## config.mk

```make
export PLATFORM = sky130hd
export DESIGN_NAME = cpu_opcode_decoder
export DESIGN_NICKNAME = d
export VERILOG_FILES = /design/src/include/cpu_decode_pkg.sv /design/src/logic/cpu_opcode_decoder.sv
export SDC_FILE = /design/constraint.sdc
export NUM_CORES = 1
export LEC_CHECK = 0
export BUFFER_PORTS_ARGS = -buffer_cell sky130_fd_sc_hd__buf_2
export CORE_ASPECT_RATIO = 0.6
export CORE_UTILIZATION = 35
export CTS_CLUSTER_SIZE = 40
export DETAILED_ROUTE_END_ITERATION = 8
export GPL_ROUTABILITY_DRIVEN = 0
export PLACE_DENSITY = 0.63
export SYNTH_ARGS = -nofsm -noshare
export SYNTH_HDL_FRONTEND = slang
export SYNTH_SLANG_ARGS = --single-unit
export TNS_END_PERCENT = 30
```

## constraint.sdc

```tcl
create_clock -name pclk -period 4.7 [get_ports pclk]
set_input_delay 0.705 -clock pclk [delete_from_list [all_inputs] [get_ports pclk]]
set_output_delay 0.705 -clock pclk [all_outputs]
set_load 0.05 [all_outputs]
```

## src/include/cpu_decode_pkg.sv

```systemverilog
package cpu_decode_pkg;

	// =====================================================================
	// instruction word fields
	localparam int unsigned OPC_HI = 31;
	localparam int unsigned OPC_LO = 26;
	localparam int unsigned FN_HI  = 5;
	localparam int unsigned FN_LO  = 0;
	localparam int unsigned TRF_HI = 20;
	localparam int unsigned TRF_LO = 16;

	// =====================================================================
	// primary opcodes and rows of interest
	localparam logic [5:0] OPC_REG_CLASS    = 6'h00;
	localparam logic [5:0] OPC_BRANCH_TRAP  = 6'h01;
	localparam logic [5:0] OPC_THIRD_COPROC = 6'h13;
	localparam logic [5:0] OPC_PREFETCH     = 6'h33;
	localparam logic [5:0] FN_FLOAT_CMOVE   = 6'h01;
	localparam logic [2:0] ROW_COP_CLASS    = 3'h2;
	localparam logic [2:0] ROW_COP_LOAD     = 3'h6;
	localparam logic [2:0] ROW_COP_STORE    = 3'h7;
	localparam logic [1:0] COP_SYSTEM       = 2'h0;
	localparam logic [1:0] COP_FLOAT        = 2'h1;
	localparam logic [1:0] COP_THIRD        = 2'h3;

	// =====================================================================
	// per-cell level codes: 0 never, 1..4 from that level on,
	// 5 third coproc at 1-2 and a new op at 4, 6 third coproc dword at 2 and
	// a new op from 3, 7 third coproc at 1-2 only
	localparam logic [2:0] LVL_NEVER    = 3'h0;
	localparam logic [2:0] LVL_ONE      = 3'h1;
	localparam logic [2:0] LVL_TWO      = 3'h2;
	localparam logic [2:0] LVL_THREE    = 3'h3;
	localparam logic [2:0] LVL_FOUR     = 3'h4;
	localparam logic [2:0] LVL_C3_OR4   = 3'h5;
	localparam logic [2:0] LVL_C3D_OR3  = 3'h6;
	localparam logic [2:0] LVL_C3_ONLY  = 3'h7;

	// tables list the highest cell first: row 7 col 7 down to row 0 col 0
	localparam logic [63:0][2:0] PRIM_LVL = {
		3'h6, 3'h2, 3'h2, 3'h3, 3'h7, 3'h1, 3'h1, 3'h2,
		3'h6, 3'h2, 3'h2, 3'h3, 3'h5, 3'h1, 3'h1, 3'h2,
		3'h0, 3'h1, 3'h3, 3'h3, 3'h1, 3'h1, 3'h1, 3'h1,
		3'h3, 3'h1, 3'h1, 3'h1, 3'h1, 3'h1, 3'h1, 3'h1,
		3'h0, 3'h0, 3'h0, 3'h0, 3'h3, 3'h3, 3'h3, 3'h3,
		3'h2, 3'h2, 3'h2, 3'h2, 3'h5, 3'h1, 3'h1, 3'h1,
		3'h1, 3'h1, 3'h1, 3'h1, 3'h1, 3'h1, 3'h1, 3'h1,
		3'h1, 3'h1, 3'h1, 3'h1, 3'h1, 3'h1, 3'h1, 3'h1};

	localparam logic [63:0][2:0] REG_LVL = {
		3'h3, 3'h3, 3'h0, 3'h3, 3'h3, 3'h3, 3'h0, 3'h3,
		3'h0, 3'h2, 3'h0, 3'h2, 3'h2, 3'h2, 3'h2, 3'h2,
		3'h3, 3'h3, 3'h3, 3'h3, 3'h1, 3'h1, 3'h0, 3'h0,
		3'h1, 3'h1, 3'h1, 3'h1, 3'h1, 3'h1, 3'h1, 3'h1,
		3'h3, 3'h3, 3'h3, 3'h3, 3'h1, 3'h1, 3'h1, 3'h1,
		3'h3, 3'h3, 3'h0, 3'h3, 3'h1, 3'h1, 3'h1, 3'h1,
		3'h2, 3'h0, 3'h1, 3'h1, 3'h4, 3'h4, 3'h1, 3'h1,
		3'h1, 3'h1, 3'h0, 3'h1, 3'h1, 3'h1, 3'h4, 3'h1};

	localparam logic [31:0][2:0] BT_LVL = {
		3'h0, 3'h0, 3'h0, 3'h0, 3'h0, 3'h0, 3'h0, 3'h0,
		3'h0, 3'h0, 3'h0, 3'h0, 3'h2, 3'h2, 3'h1, 3'h1,
		3'h0, 3'h2, 3'h0, 3'h2, 3'h2, 3'h2, 3'h2, 3'h2,
		3'h0, 3'h0, 3'h0, 3'h0, 3'h2, 3'h2, 3'h1, 3'h1};

	// =====================================================================
	// register map
	localparam logic [7:0] ADDR_CTRL      = 8'h00;
	localparam logic [7:0] ADDR_STATUS    = 8'h04;
	localparam logic [7:0] ADDR_EXC_COUNT = 8'h08;
	localparam logic [7:0] ADDR_LAST_WORD = 8'h0c;

	localparam int unsigned CTRL_LVL_LSB   = 0;
	localparam int unsigned CTRL_LVL_MSB   = 2;
	localparam int unsigned CTRL_CU_LSB    = 4;
	localparam int unsigned CTRL_CU_MSB    = 7;
	localparam int unsigned CTRL_COMPAT    = 8;
	localparam logic [2:0]  CTRL_LVL_RST   = 3'h4;
	localparam logic [3:0]  CTRL_CU_RST    = 4'h3;
	localparam logic        CTRL_COMPAT_RST = 1'b0;

	localparam int unsigned CNT_W = 16;
	localparam logic [CNT_W-1:0] CNT_MAX = 16'hffff;

	// =====================================================================
	// types
	typedef enum logic [1:0] {
		grp_none,
		grp_primary,
		grp_register,
		grp_branch_trap
	} dec_group_t;

	typedef struct packed {
		logic       valid;
		dec_group_t group;
		logic [5:0] index;
		logic       reserved_exc;
		logic       cop_unusable_exc;
		logic       cop_op;
		logic [1:0] cop_num;
		logic       fpu_route;
		logic       sys_route;
	} dec_result_t;

	typedef struct packed {
		logic [2:0] level;
		logic [3:0] cu_en;
		logic       compat_ii;
	} dec_ctrl_t;

endpackage

```

## src/logic/cpu_opcode_decoder.sv

```systemverilog
// Function
// - primary opcode is bits 31..26, row/column split
// - opcode zero selects register class by function
// - opcode one selects branch/trap group by target field
// - row 010 and rows 110/111 hold coprocessor ops
// - coprocessor 0 class routes as system control
// - float coprocessor words route to the FPU
// - level 4 function 000001 is float conditional move
// - second coprocessor decodes as coprocessor op, no unit
// - third coprocessor ops exist at levels 1-2 only
// - level 4 adds indexed float class and prefetch
// - rows 000/001 jumps, branches and immediate arithmetic
// - row 100 loads, unsigned word load from level 3
// - row 101 stores, doubleword unaligned from level 3
// - level 2 adds likely branches, linked load/store
// - level 3 adds doubleword immediates, loads, stores
// - function rows 000/001 shifts, jumps, sync, moves
// - function rows 010-101 hi/lo, multiply, arithmetic
// - level 3 adds doubleword register-class operations
// - level 2 adds register trap comparisons
// - branch less/greater zero, link and likely forms
// - level 2 adds trap-immediate comparisons
// - reserved encodings raise reserved instruction exception
// - undefined-reserved encodings may raise the exception
// - coprocessor op without access raises unusable exception
// - level-2-only mode refuses third coprocessor ops
module cpu_opcode_decoder
	import cpu_decode_pkg::*;
(
	input  wire logic        pclk,
	input  wire logic        presetn,
	input  wire logic        psel,
	input  wire logic        penable,
	input  wire logic        pwrite,
	input  wire logic [7:0]  paddr,
	input  wire logic [31:0] pwdata,
	output logic      [31:0] prdata,
	output logic             pready,
	output logic             pslverr,
	input  wire logic        instr_valid,
	input  wire logic [31:0] instr_word,
	output dec_result_t      result
);

	// =====================================================================
	// level tests on one table cell
	function automatic logic lvl_ok(input logic [2:0] code, input logic [2:0] lvl);
		logic ok;
		ok = 1'b0;
		case (code)
			LVL_NEVER:   ok = 1'b0;
			LVL_C3_OR4:  ok = (lvl <= LVL_TWO) || (lvl == LVL_FOUR);
			LVL_C3D_OR3: ok = (lvl >= LVL_TWO);
			LVL_C3_ONLY: ok = (lvl <= LVL_TWO);
			default:     ok = (lvl >= code);
		endcase
		return ok;
	endfunction

	function automatic logic third_at(input logic [2:0] code, input logic [2:0] lvl);
		logic t;
		t = 1'b0;
		case (code)
			LVL_C3_OR4:  t = (lvl <= LVL_TWO);
			LVL_C3_ONLY: t = (lvl <= LVL_TWO);
			LVL_C3D_OR3: t = (lvl == LVL_TWO);
			default:     t = 1'b0;
		endcase
		return t;
	endfunction

	// =====================================================================
	// control state
	dec_ctrl_t          ctrl_r;
	dec_result_t        result_r;
	dec_result_t        result_nxt;
	logic [CNT_W-1:0]   ri_count_r;
	logic [CNT_W-1:0]   ri_count_nxt;
	logic [CNT_W-1:0]   cu_count_r;
	logic [CNT_W-1:0]   cu_count_nxt;
	logic [31:0]        last_word_r;
	logic [31:0]        prdata_r;

	// =====================================================================
	// field extraction
	wire logic [5:0] opc      = instr_word[OPC_HI:OPC_LO];
	wire logic [2:0] opc_row  = opc[5:3];
	wire logic [2:0] opc_col  = opc[2:0];
	wire logic [5:0] fn       = instr_word[FN_HI:FN_LO];
	wire logic [4:0] trf      = instr_word[TRF_HI:TRF_LO];
	wire logic [2:0] lvl      = ctrl_r.level;

	wire logic is_reg_class   = (opc == OPC_REG_CLASS);
	wire logic is_branch_trap = (opc == OPC_BRANCH_TRAP);
	wire logic is_prim        = ~is_reg_class & ~is_branch_trap;

	// =====================================================================
	// table lookups, one per group, then the level filter
	wire logic [2:0] prim_code = PRIM_LVL[opc];
	wire logic [2:0] reg_code  = REG_LVL[fn];
	wire logic [2:0] bt_code   = BT_LVL[trf];
	wire logic [2:0] cell_code = is_reg_class   ? reg_code :
	                             is_branch_trap ? bt_code  : prim_code;

	wire logic cell_legal  = lvl_ok(cell_code, lvl);
	wire logic third_op    = is_prim & third_at(prim_code, lvl);
	wire logic compat_drop = third_op & ctrl_r.compat_ii;
	// every unfilled cell raises the exception, the undefined ones included
	wire logic reserved    = ~cell_legal | compat_drop;

	// =====================================================================
	// coprocessor classification
	wire logic row_cop_ls     = (opc_row == ROW_COP_LOAD) || (opc_row == ROW_COP_STORE);
	wire logic class_cell     = (opc_row == ROW_COP_CLASS) & ~opc_col[2];
	wire logic ls_cell        = row_cop_ls & (opc_col[1:0] != 2'h0);
	// column 3 only stays a coprocessor op while the third unit exists
	wire logic col_is_cop     = (opc_col[1:0] != COP_THIRD) | third_op;
	wire logic prim_cop       = is_prim & (class_cell | ls_cell) & col_is_cop;
	wire logic indexed_float  = (opc == OPC_THIRD_COPROC) & (lvl == LVL_FOUR);
	wire logic prefetch_cell  = (opc == OPC_PREFETCH) & (lvl == LVL_FOUR);
	wire logic float_cmove    = is_reg_class & (fn == FN_FLOAT_CMOVE) & (lvl == LVL_FOUR);
	wire logic float_cls      = indexed_float | float_cmove;
	wire logic cop_any        = (prim_cop | float_cls) & ~prefetch_cell & ~reserved;
	wire logic [1:0] cop_num  = float_cls ? COP_FLOAT : opc_col[1:0];
	wire logic cop_denied     = cop_any & ~ctrl_r.cu_en[cop_num];

	// =====================================================================
	// decoded result, combinational
	always_comb begin
		result_nxt = '0;
		if (instr_valid) begin
			result_nxt.valid            = 1'b1;
			result_nxt.group            = is_reg_class   ? grp_register :
			                              is_branch_trap ? grp_branch_trap : grp_primary;
			result_nxt.index            = is_reg_class   ? fn :
			                              is_branch_trap ? {1'b0, trf} : opc;
			result_nxt.reserved_exc     = reserved;
			result_nxt.cop_unusable_exc = cop_denied;
			result_nxt.cop_op           = cop_any;
			result_nxt.cop_num          = cop_any ? cop_num : 2'h0;
			result_nxt.fpu_route        = cop_any & (cop_num == COP_FLOAT);
			result_nxt.sys_route        = cop_any & (cop_num == COP_SYSTEM);
		end
	end

	// =====================================================================
	// bus decode
	wire logic setup_ph  = psel & ~penable;
	wire logic access_ph = psel & penable;
	wire logic hit_ctrl  = (paddr == ADDR_CTRL);
	wire logic hit_stat  = (paddr == ADDR_STATUS);
	wire logic hit_cnt   = (paddr == ADDR_EXC_COUNT);
	wire logic hit_last  = (paddr == ADDR_LAST_WORD);
	wire logic hit_any   = hit_ctrl | hit_stat | hit_cnt | hit_last;
	wire logic wr_ctrl   = access_ph & pwrite & hit_ctrl;
	wire logic wr_cnt    = access_ph & pwrite & hit_cnt;

	wire logic [2:0] wr_level = pwdata[CTRL_LVL_MSB:CTRL_LVL_LSB];
	// a level outside 1..4 would leave the table undefined, so it is not taken
	wire logic       wr_level_ok = (wr_level >= LVL_ONE) && (wr_level <= LVL_FOUR);

	wire logic [31:0] ctrl_word = {23'h0, ctrl_r.compat_ii, ctrl_r.cu_en, 1'b0, ctrl_r.level};
	wire logic [31:0] stat_word = {16'h0, result_r};
	wire logic [31:0] cnt_word  = {cu_count_r, ri_count_r};
	wire logic [31:0] rd_mux    = hit_ctrl ? ctrl_word :
	                              hit_stat ? stat_word :
	                              hit_cnt  ? cnt_word  :
	                              hit_last ? last_word_r : 32'h0;

	assign pready  = access_ph;
	assign pslverr = access_ph & ~hit_any;
	assign prdata  = prdata_r;
	assign result  = result_r;

	// =====================================================================
	// event counters: a new event in a clearing cycle still counts
	always_comb begin
		ri_count_nxt = wr_cnt ? '0 : ri_count_r;
		cu_count_nxt = wr_cnt ? '0 : cu_count_r;
		if (result_nxt.reserved_exc && ri_count_nxt != CNT_MAX) begin
			ri_count_nxt = ri_count_nxt + 1'b1;
		end
		if (result_nxt.cop_unusable_exc && cu_count_nxt != CNT_MAX) begin
			cu_count_nxt = cu_count_nxt + 1'b1;
		end
	end

	// =====================================================================
	// registers
	always_ff @(posedge pclk or negedge presetn) begin
		if (!presetn) begin
			ctrl_r.level     <= CTRL_LVL_RST;
			ctrl_r.cu_en     <= CTRL_CU_RST;
			ctrl_r.compat_ii <= CTRL_COMPAT_RST;
		end else if (wr_ctrl) begin
			if (wr_level_ok) begin
				ctrl_r.level <= wr_level;
			end
			ctrl_r.cu_en     <= pwdata[CTRL_CU_MSB:CTRL_CU_LSB];
			ctrl_r.compat_ii <= pwdata[CTRL_COMPAT];
		end
	end

	always_ff @(posedge pclk or negedge presetn) begin
		if (!presetn) begin
			result_r   <= '0;
			ri_count_r <= '0;
			cu_count_r <= '0;
		end else begin
			result_r   <= result_nxt;
			ri_count_r <= ri_count_nxt;
			cu_count_r <= cu_count_nxt;
		end
	end

	always_ff @(posedge pclk or negedge presetn) begin
		if (!presetn) begin
			last_word_r <= 32'h0;
		end else if (instr_valid) begin
			last_word_r <= instr_word;
		end
	end

	// read data is caught in the setup cycle so the access needs no wait
	always_ff @(posedge pclk or negedge presetn) begin
		if (!presetn) begin
			prdata_r <= 32'h0;
		end else if (setup_ph) begin
			prdata_r <= rd_mux;
		end
	end

endmodule // cpu_opcode_decoder

```

==> reports/results.tsv <==
metric	value	unit
grt_pass1_wl	28920	um
finalCritPeriodShare	86.53	%
drcViolationCount	0	
die_area	18820	um^2
antenna_left	0	
cp.required	5.00	ns
area_delta_synth_final	21.84	%
relSlewSlack	33.20	%
yosys_warnings	0	
p_switching	0.8591	mW
antenna_found_initial	0	
die_w	176.4	um
clock_power_share	44.2	%
slew_violations	0	
core.rowCount	37	
postCtsHoldBufs	0	
tns	0	ns
post-dp-hpwl	13210	um
ctsResizeCount	0	
critPathLaunchType	primary input	
cts_buffer_depth	2	
comb_power_share	15.0	%
avgRoutedWirePerCell	18.50	um
yosysSeqAreaShare	47.06	%
cts_root_buf	clkbuf_16	
syn-num-nets	731	
initialDrtViolationCount	462	
regArea	3007	um^2
nets	840	
fill_cells	1740	
layout-drive-gt1-share	29.71	%
hp-class	in -> async	
multi_input_area	3163	um^2
worstReg2RegEnd	cu_count_r[14]	
async_reset_ff_share	100.0	%
fin_crit	4.067	ns
internal_power	2.064	mW
seqPwrFrac	40.8	%
drtPass1Iterations	7	
path_class	in -> reg	
swShare	29.39	%
finalSetupViolations	0	
status	completed	
cts_sinks	120	
wirelength	18460	um
reg2reg_depth	9	
num_io_pins	128	
final_common_cell	dfrtp_1	
yosys_register_bits	120	
final_cell_mix	dfrtp_1 (117), buf_2 (102), nand2_1 (97)	
tightestPinTransition	1.002	ns
hold_viol	0	
grt_max_degree	75	
syn_inst	642	
tritoncts	yes	
synth_area_per_cell	9.951	um^2
vias	5437	
ys.flop_type	dfrtp_1	
worstPathMaxFanout	10	
die_y	106.7	um
drv_cap	0	
clk_latency	0.42	ns
ir_drop	0.0002229	V
finalClockSkew	0.008704	ns
diodes	0	
clkTransAtPathRegs	0.06	ns
overflow	0	
portBuffers	103	
timing.hold.ws	0.4234	ns
fmax	245.9	MHz
arrival	4.37	ns
critPathCaptureType	register	
grt_use_total	20.44	%
cellPowerDensity	375.5	nW/um^2
initial_core_util	36.51	%
post_drt_via_cell_ratio	5.448	
synth_area	6389	um^2
grt_pass1_vias	5036	
cts_inserted_buffers	17	
htree_levels	4	
core_area	17500	um^2
p_leak	3.628	nW
r2r_slack	1.69	ns
rsz0062_at_grt	false	
cts_setup_buffers	0	
rr_startpoint	lvl[1]	
synth-edff-count	0	
p_total	2.923	mW
netlist-cell-type-count	69	
==> worst max-delay path, cell delays in order <==
cell and delay [ns]:
buf_2 0.17, inv_1 0.13, ha_1 0.27, and4bb_2 0.36, o31ai_1 0.15, a211o_1 0.33
o31ai_2 0.13, inv_4 0.07, ha_1 0.27, nand2b_1 0.14, a21o_1 0.17, a21oi_1 0.19
nor2_1 0.06, nand3_1 0.15, nand2_1 0.14, o21ai_4 0.34, inv_2 0.14, nand2_1 0.13
mux2_2 0.34
==> kinds of logic (layout without fill, tap and decap cells) <==
| family | after synthesis | in the layout | share of synthesized area (%) |
|---|---|---|---|
| AO/OA/AOI/OAI | 121 | 121 | 12.95 |
| flip-flops | 120 | 120 | 47.06 |
| buffers and inverters | 51 | 173 | 3.427 |
| AND/OR/NAND/NOR | 247 | 247 | 19.37 |
| XOR/XNOR | 18 | 18 | 2.468 |
| adder cells (fa/ha/maj) | 11 | 11 | 2.154 |
| multiplexers | 74 | 74 | 12.57 |
==> final cells by class <==
cell class	count	area share [%]
clock buffers	17	5.465
clock inverters	15	1.977
inverters	17	0.8520
multi-input cells	471	40.64
flip-flops and latches	120	38.63
well taps	234	3.761
repair buffers	124	8.680
==> power by group through the flow <==
stage               clock network (mW)  registers (mW)  logic, mW
finish                            1.29            1.19      0.440
CTS                               1.31            1.19      0.439
global route                      1.36            1.20      0.481
global placement                     0            1.21      0.430
detailed placement                   0            1.21      0.436
floorplan                            0            1.23      0.249
==> how the worst max path moves through the flow <==
| stage | startpoint | to | slack [ns] | cells past startpoint |
|---|---|---|---|---|
| after floorplan | instr_word[28] | ri_count_r[6] | 0.77 | 19 |
| after global placement | instr_word[28] | cu_count_r[1] | 0.31 | 19 |
| after detailed placement | instr_word[28] | cu_count_r[1] | 0.29 | 19 |
| after CTS | instr_word[28] | cu_count_r[1] | 0.70 | 19 |
| after global routing | instr_word[26] | cu_count_r[1] | 0.44 | 19 |
| final | instr_word[28] | cu_count_r[1] | 0.63 | 19 |
==> sequential cells by signal, summed over array words and instances (netlist names) <==
signal,cells
cu_count_r,16
last_word_r,32
ctrl_r,5
result,16
ri_count_r,16
prdata,32
lvl,3
==> metal layers <==
metal / global-route usage, % / up-vias / wire length, um
li1: - / 2536 / -
met1: 32.20 / 2681 / 9649
met2: 27.00 / 201 / 7377
met3: 4.787 / 19 / 1192
met4: 5.788 / 0 / 242
met5: 0 / - / 0
==> Yosys cell counts (2+ instances only) <==
cell type / count / area (um^2)
a211o_1: 2 / 17.52
a21o_1: 3 / 22.52
a21oi_1: 20 / 100.1
a22oi_1: 16 / 120.1
a311oi_1: 5 / 43.79
a31o_2: 2 / 17.52
a31oi_1: 10 / 62.56
and2_1: 8 / 50.05
and3_1: 13 / 81.33
and4_1: 3 / 26.28
buf_1: 5 / 18.77
buf_2: 5 / 25.02
buf_6: 2 / 22.52
clkbuf_1: 21 / 78.83
dfrtp_1: 117 / 2928
dfstp_2: 3 / 78.83
ha_1: 11 / 137.6
inv_1: 15 / 56.30
mux2_2: 50 / 563.0
mux2i_1: 24 / 240.2
nand2_1: 97 / 364.1
nand2b_1: 9 / 56.30
nand3_1: 15 / 75.07
nand3b_1: 2 / 15.01
nand4_1: 18 / 112.6
nor2_1: 44 / 165.2
nor2b_1: 3 / 18.77
nor3_1: 7 / 35.03
nor3b_1: 3 / 22.52
nor4_1: 3 / 18.77
nor4b_1: 2 / 17.52
o211ai_1: 5 / 37.54
o21ai_0: 36 / 180.2
o31ai_1: 4 / 30.03
or3_1: 4 / 25.02
or4_1: 6 / 45.04
xnor2_1: 8 / 70.07
xor2_1: 10 / 87.58
==> metrics by stage <==
step / utilization (%) / area (um^2) / worst slack, ns / instances
after floorplan: - / 6389 / 0.7747 / 642
after global placement: 41.17 / 7204 / 0.3107 / 966
after detailed placement: 41.17 / 7204 / 0.2869 / 966
after CTS: 44.48 / 7784 / 0.7002 / 998
after global routing: 44.48 / 7784 / 0.4369 / 998
final: 44.48 / 7784 / 0.6331 / 998
Power figures use the tool's default switching activity.
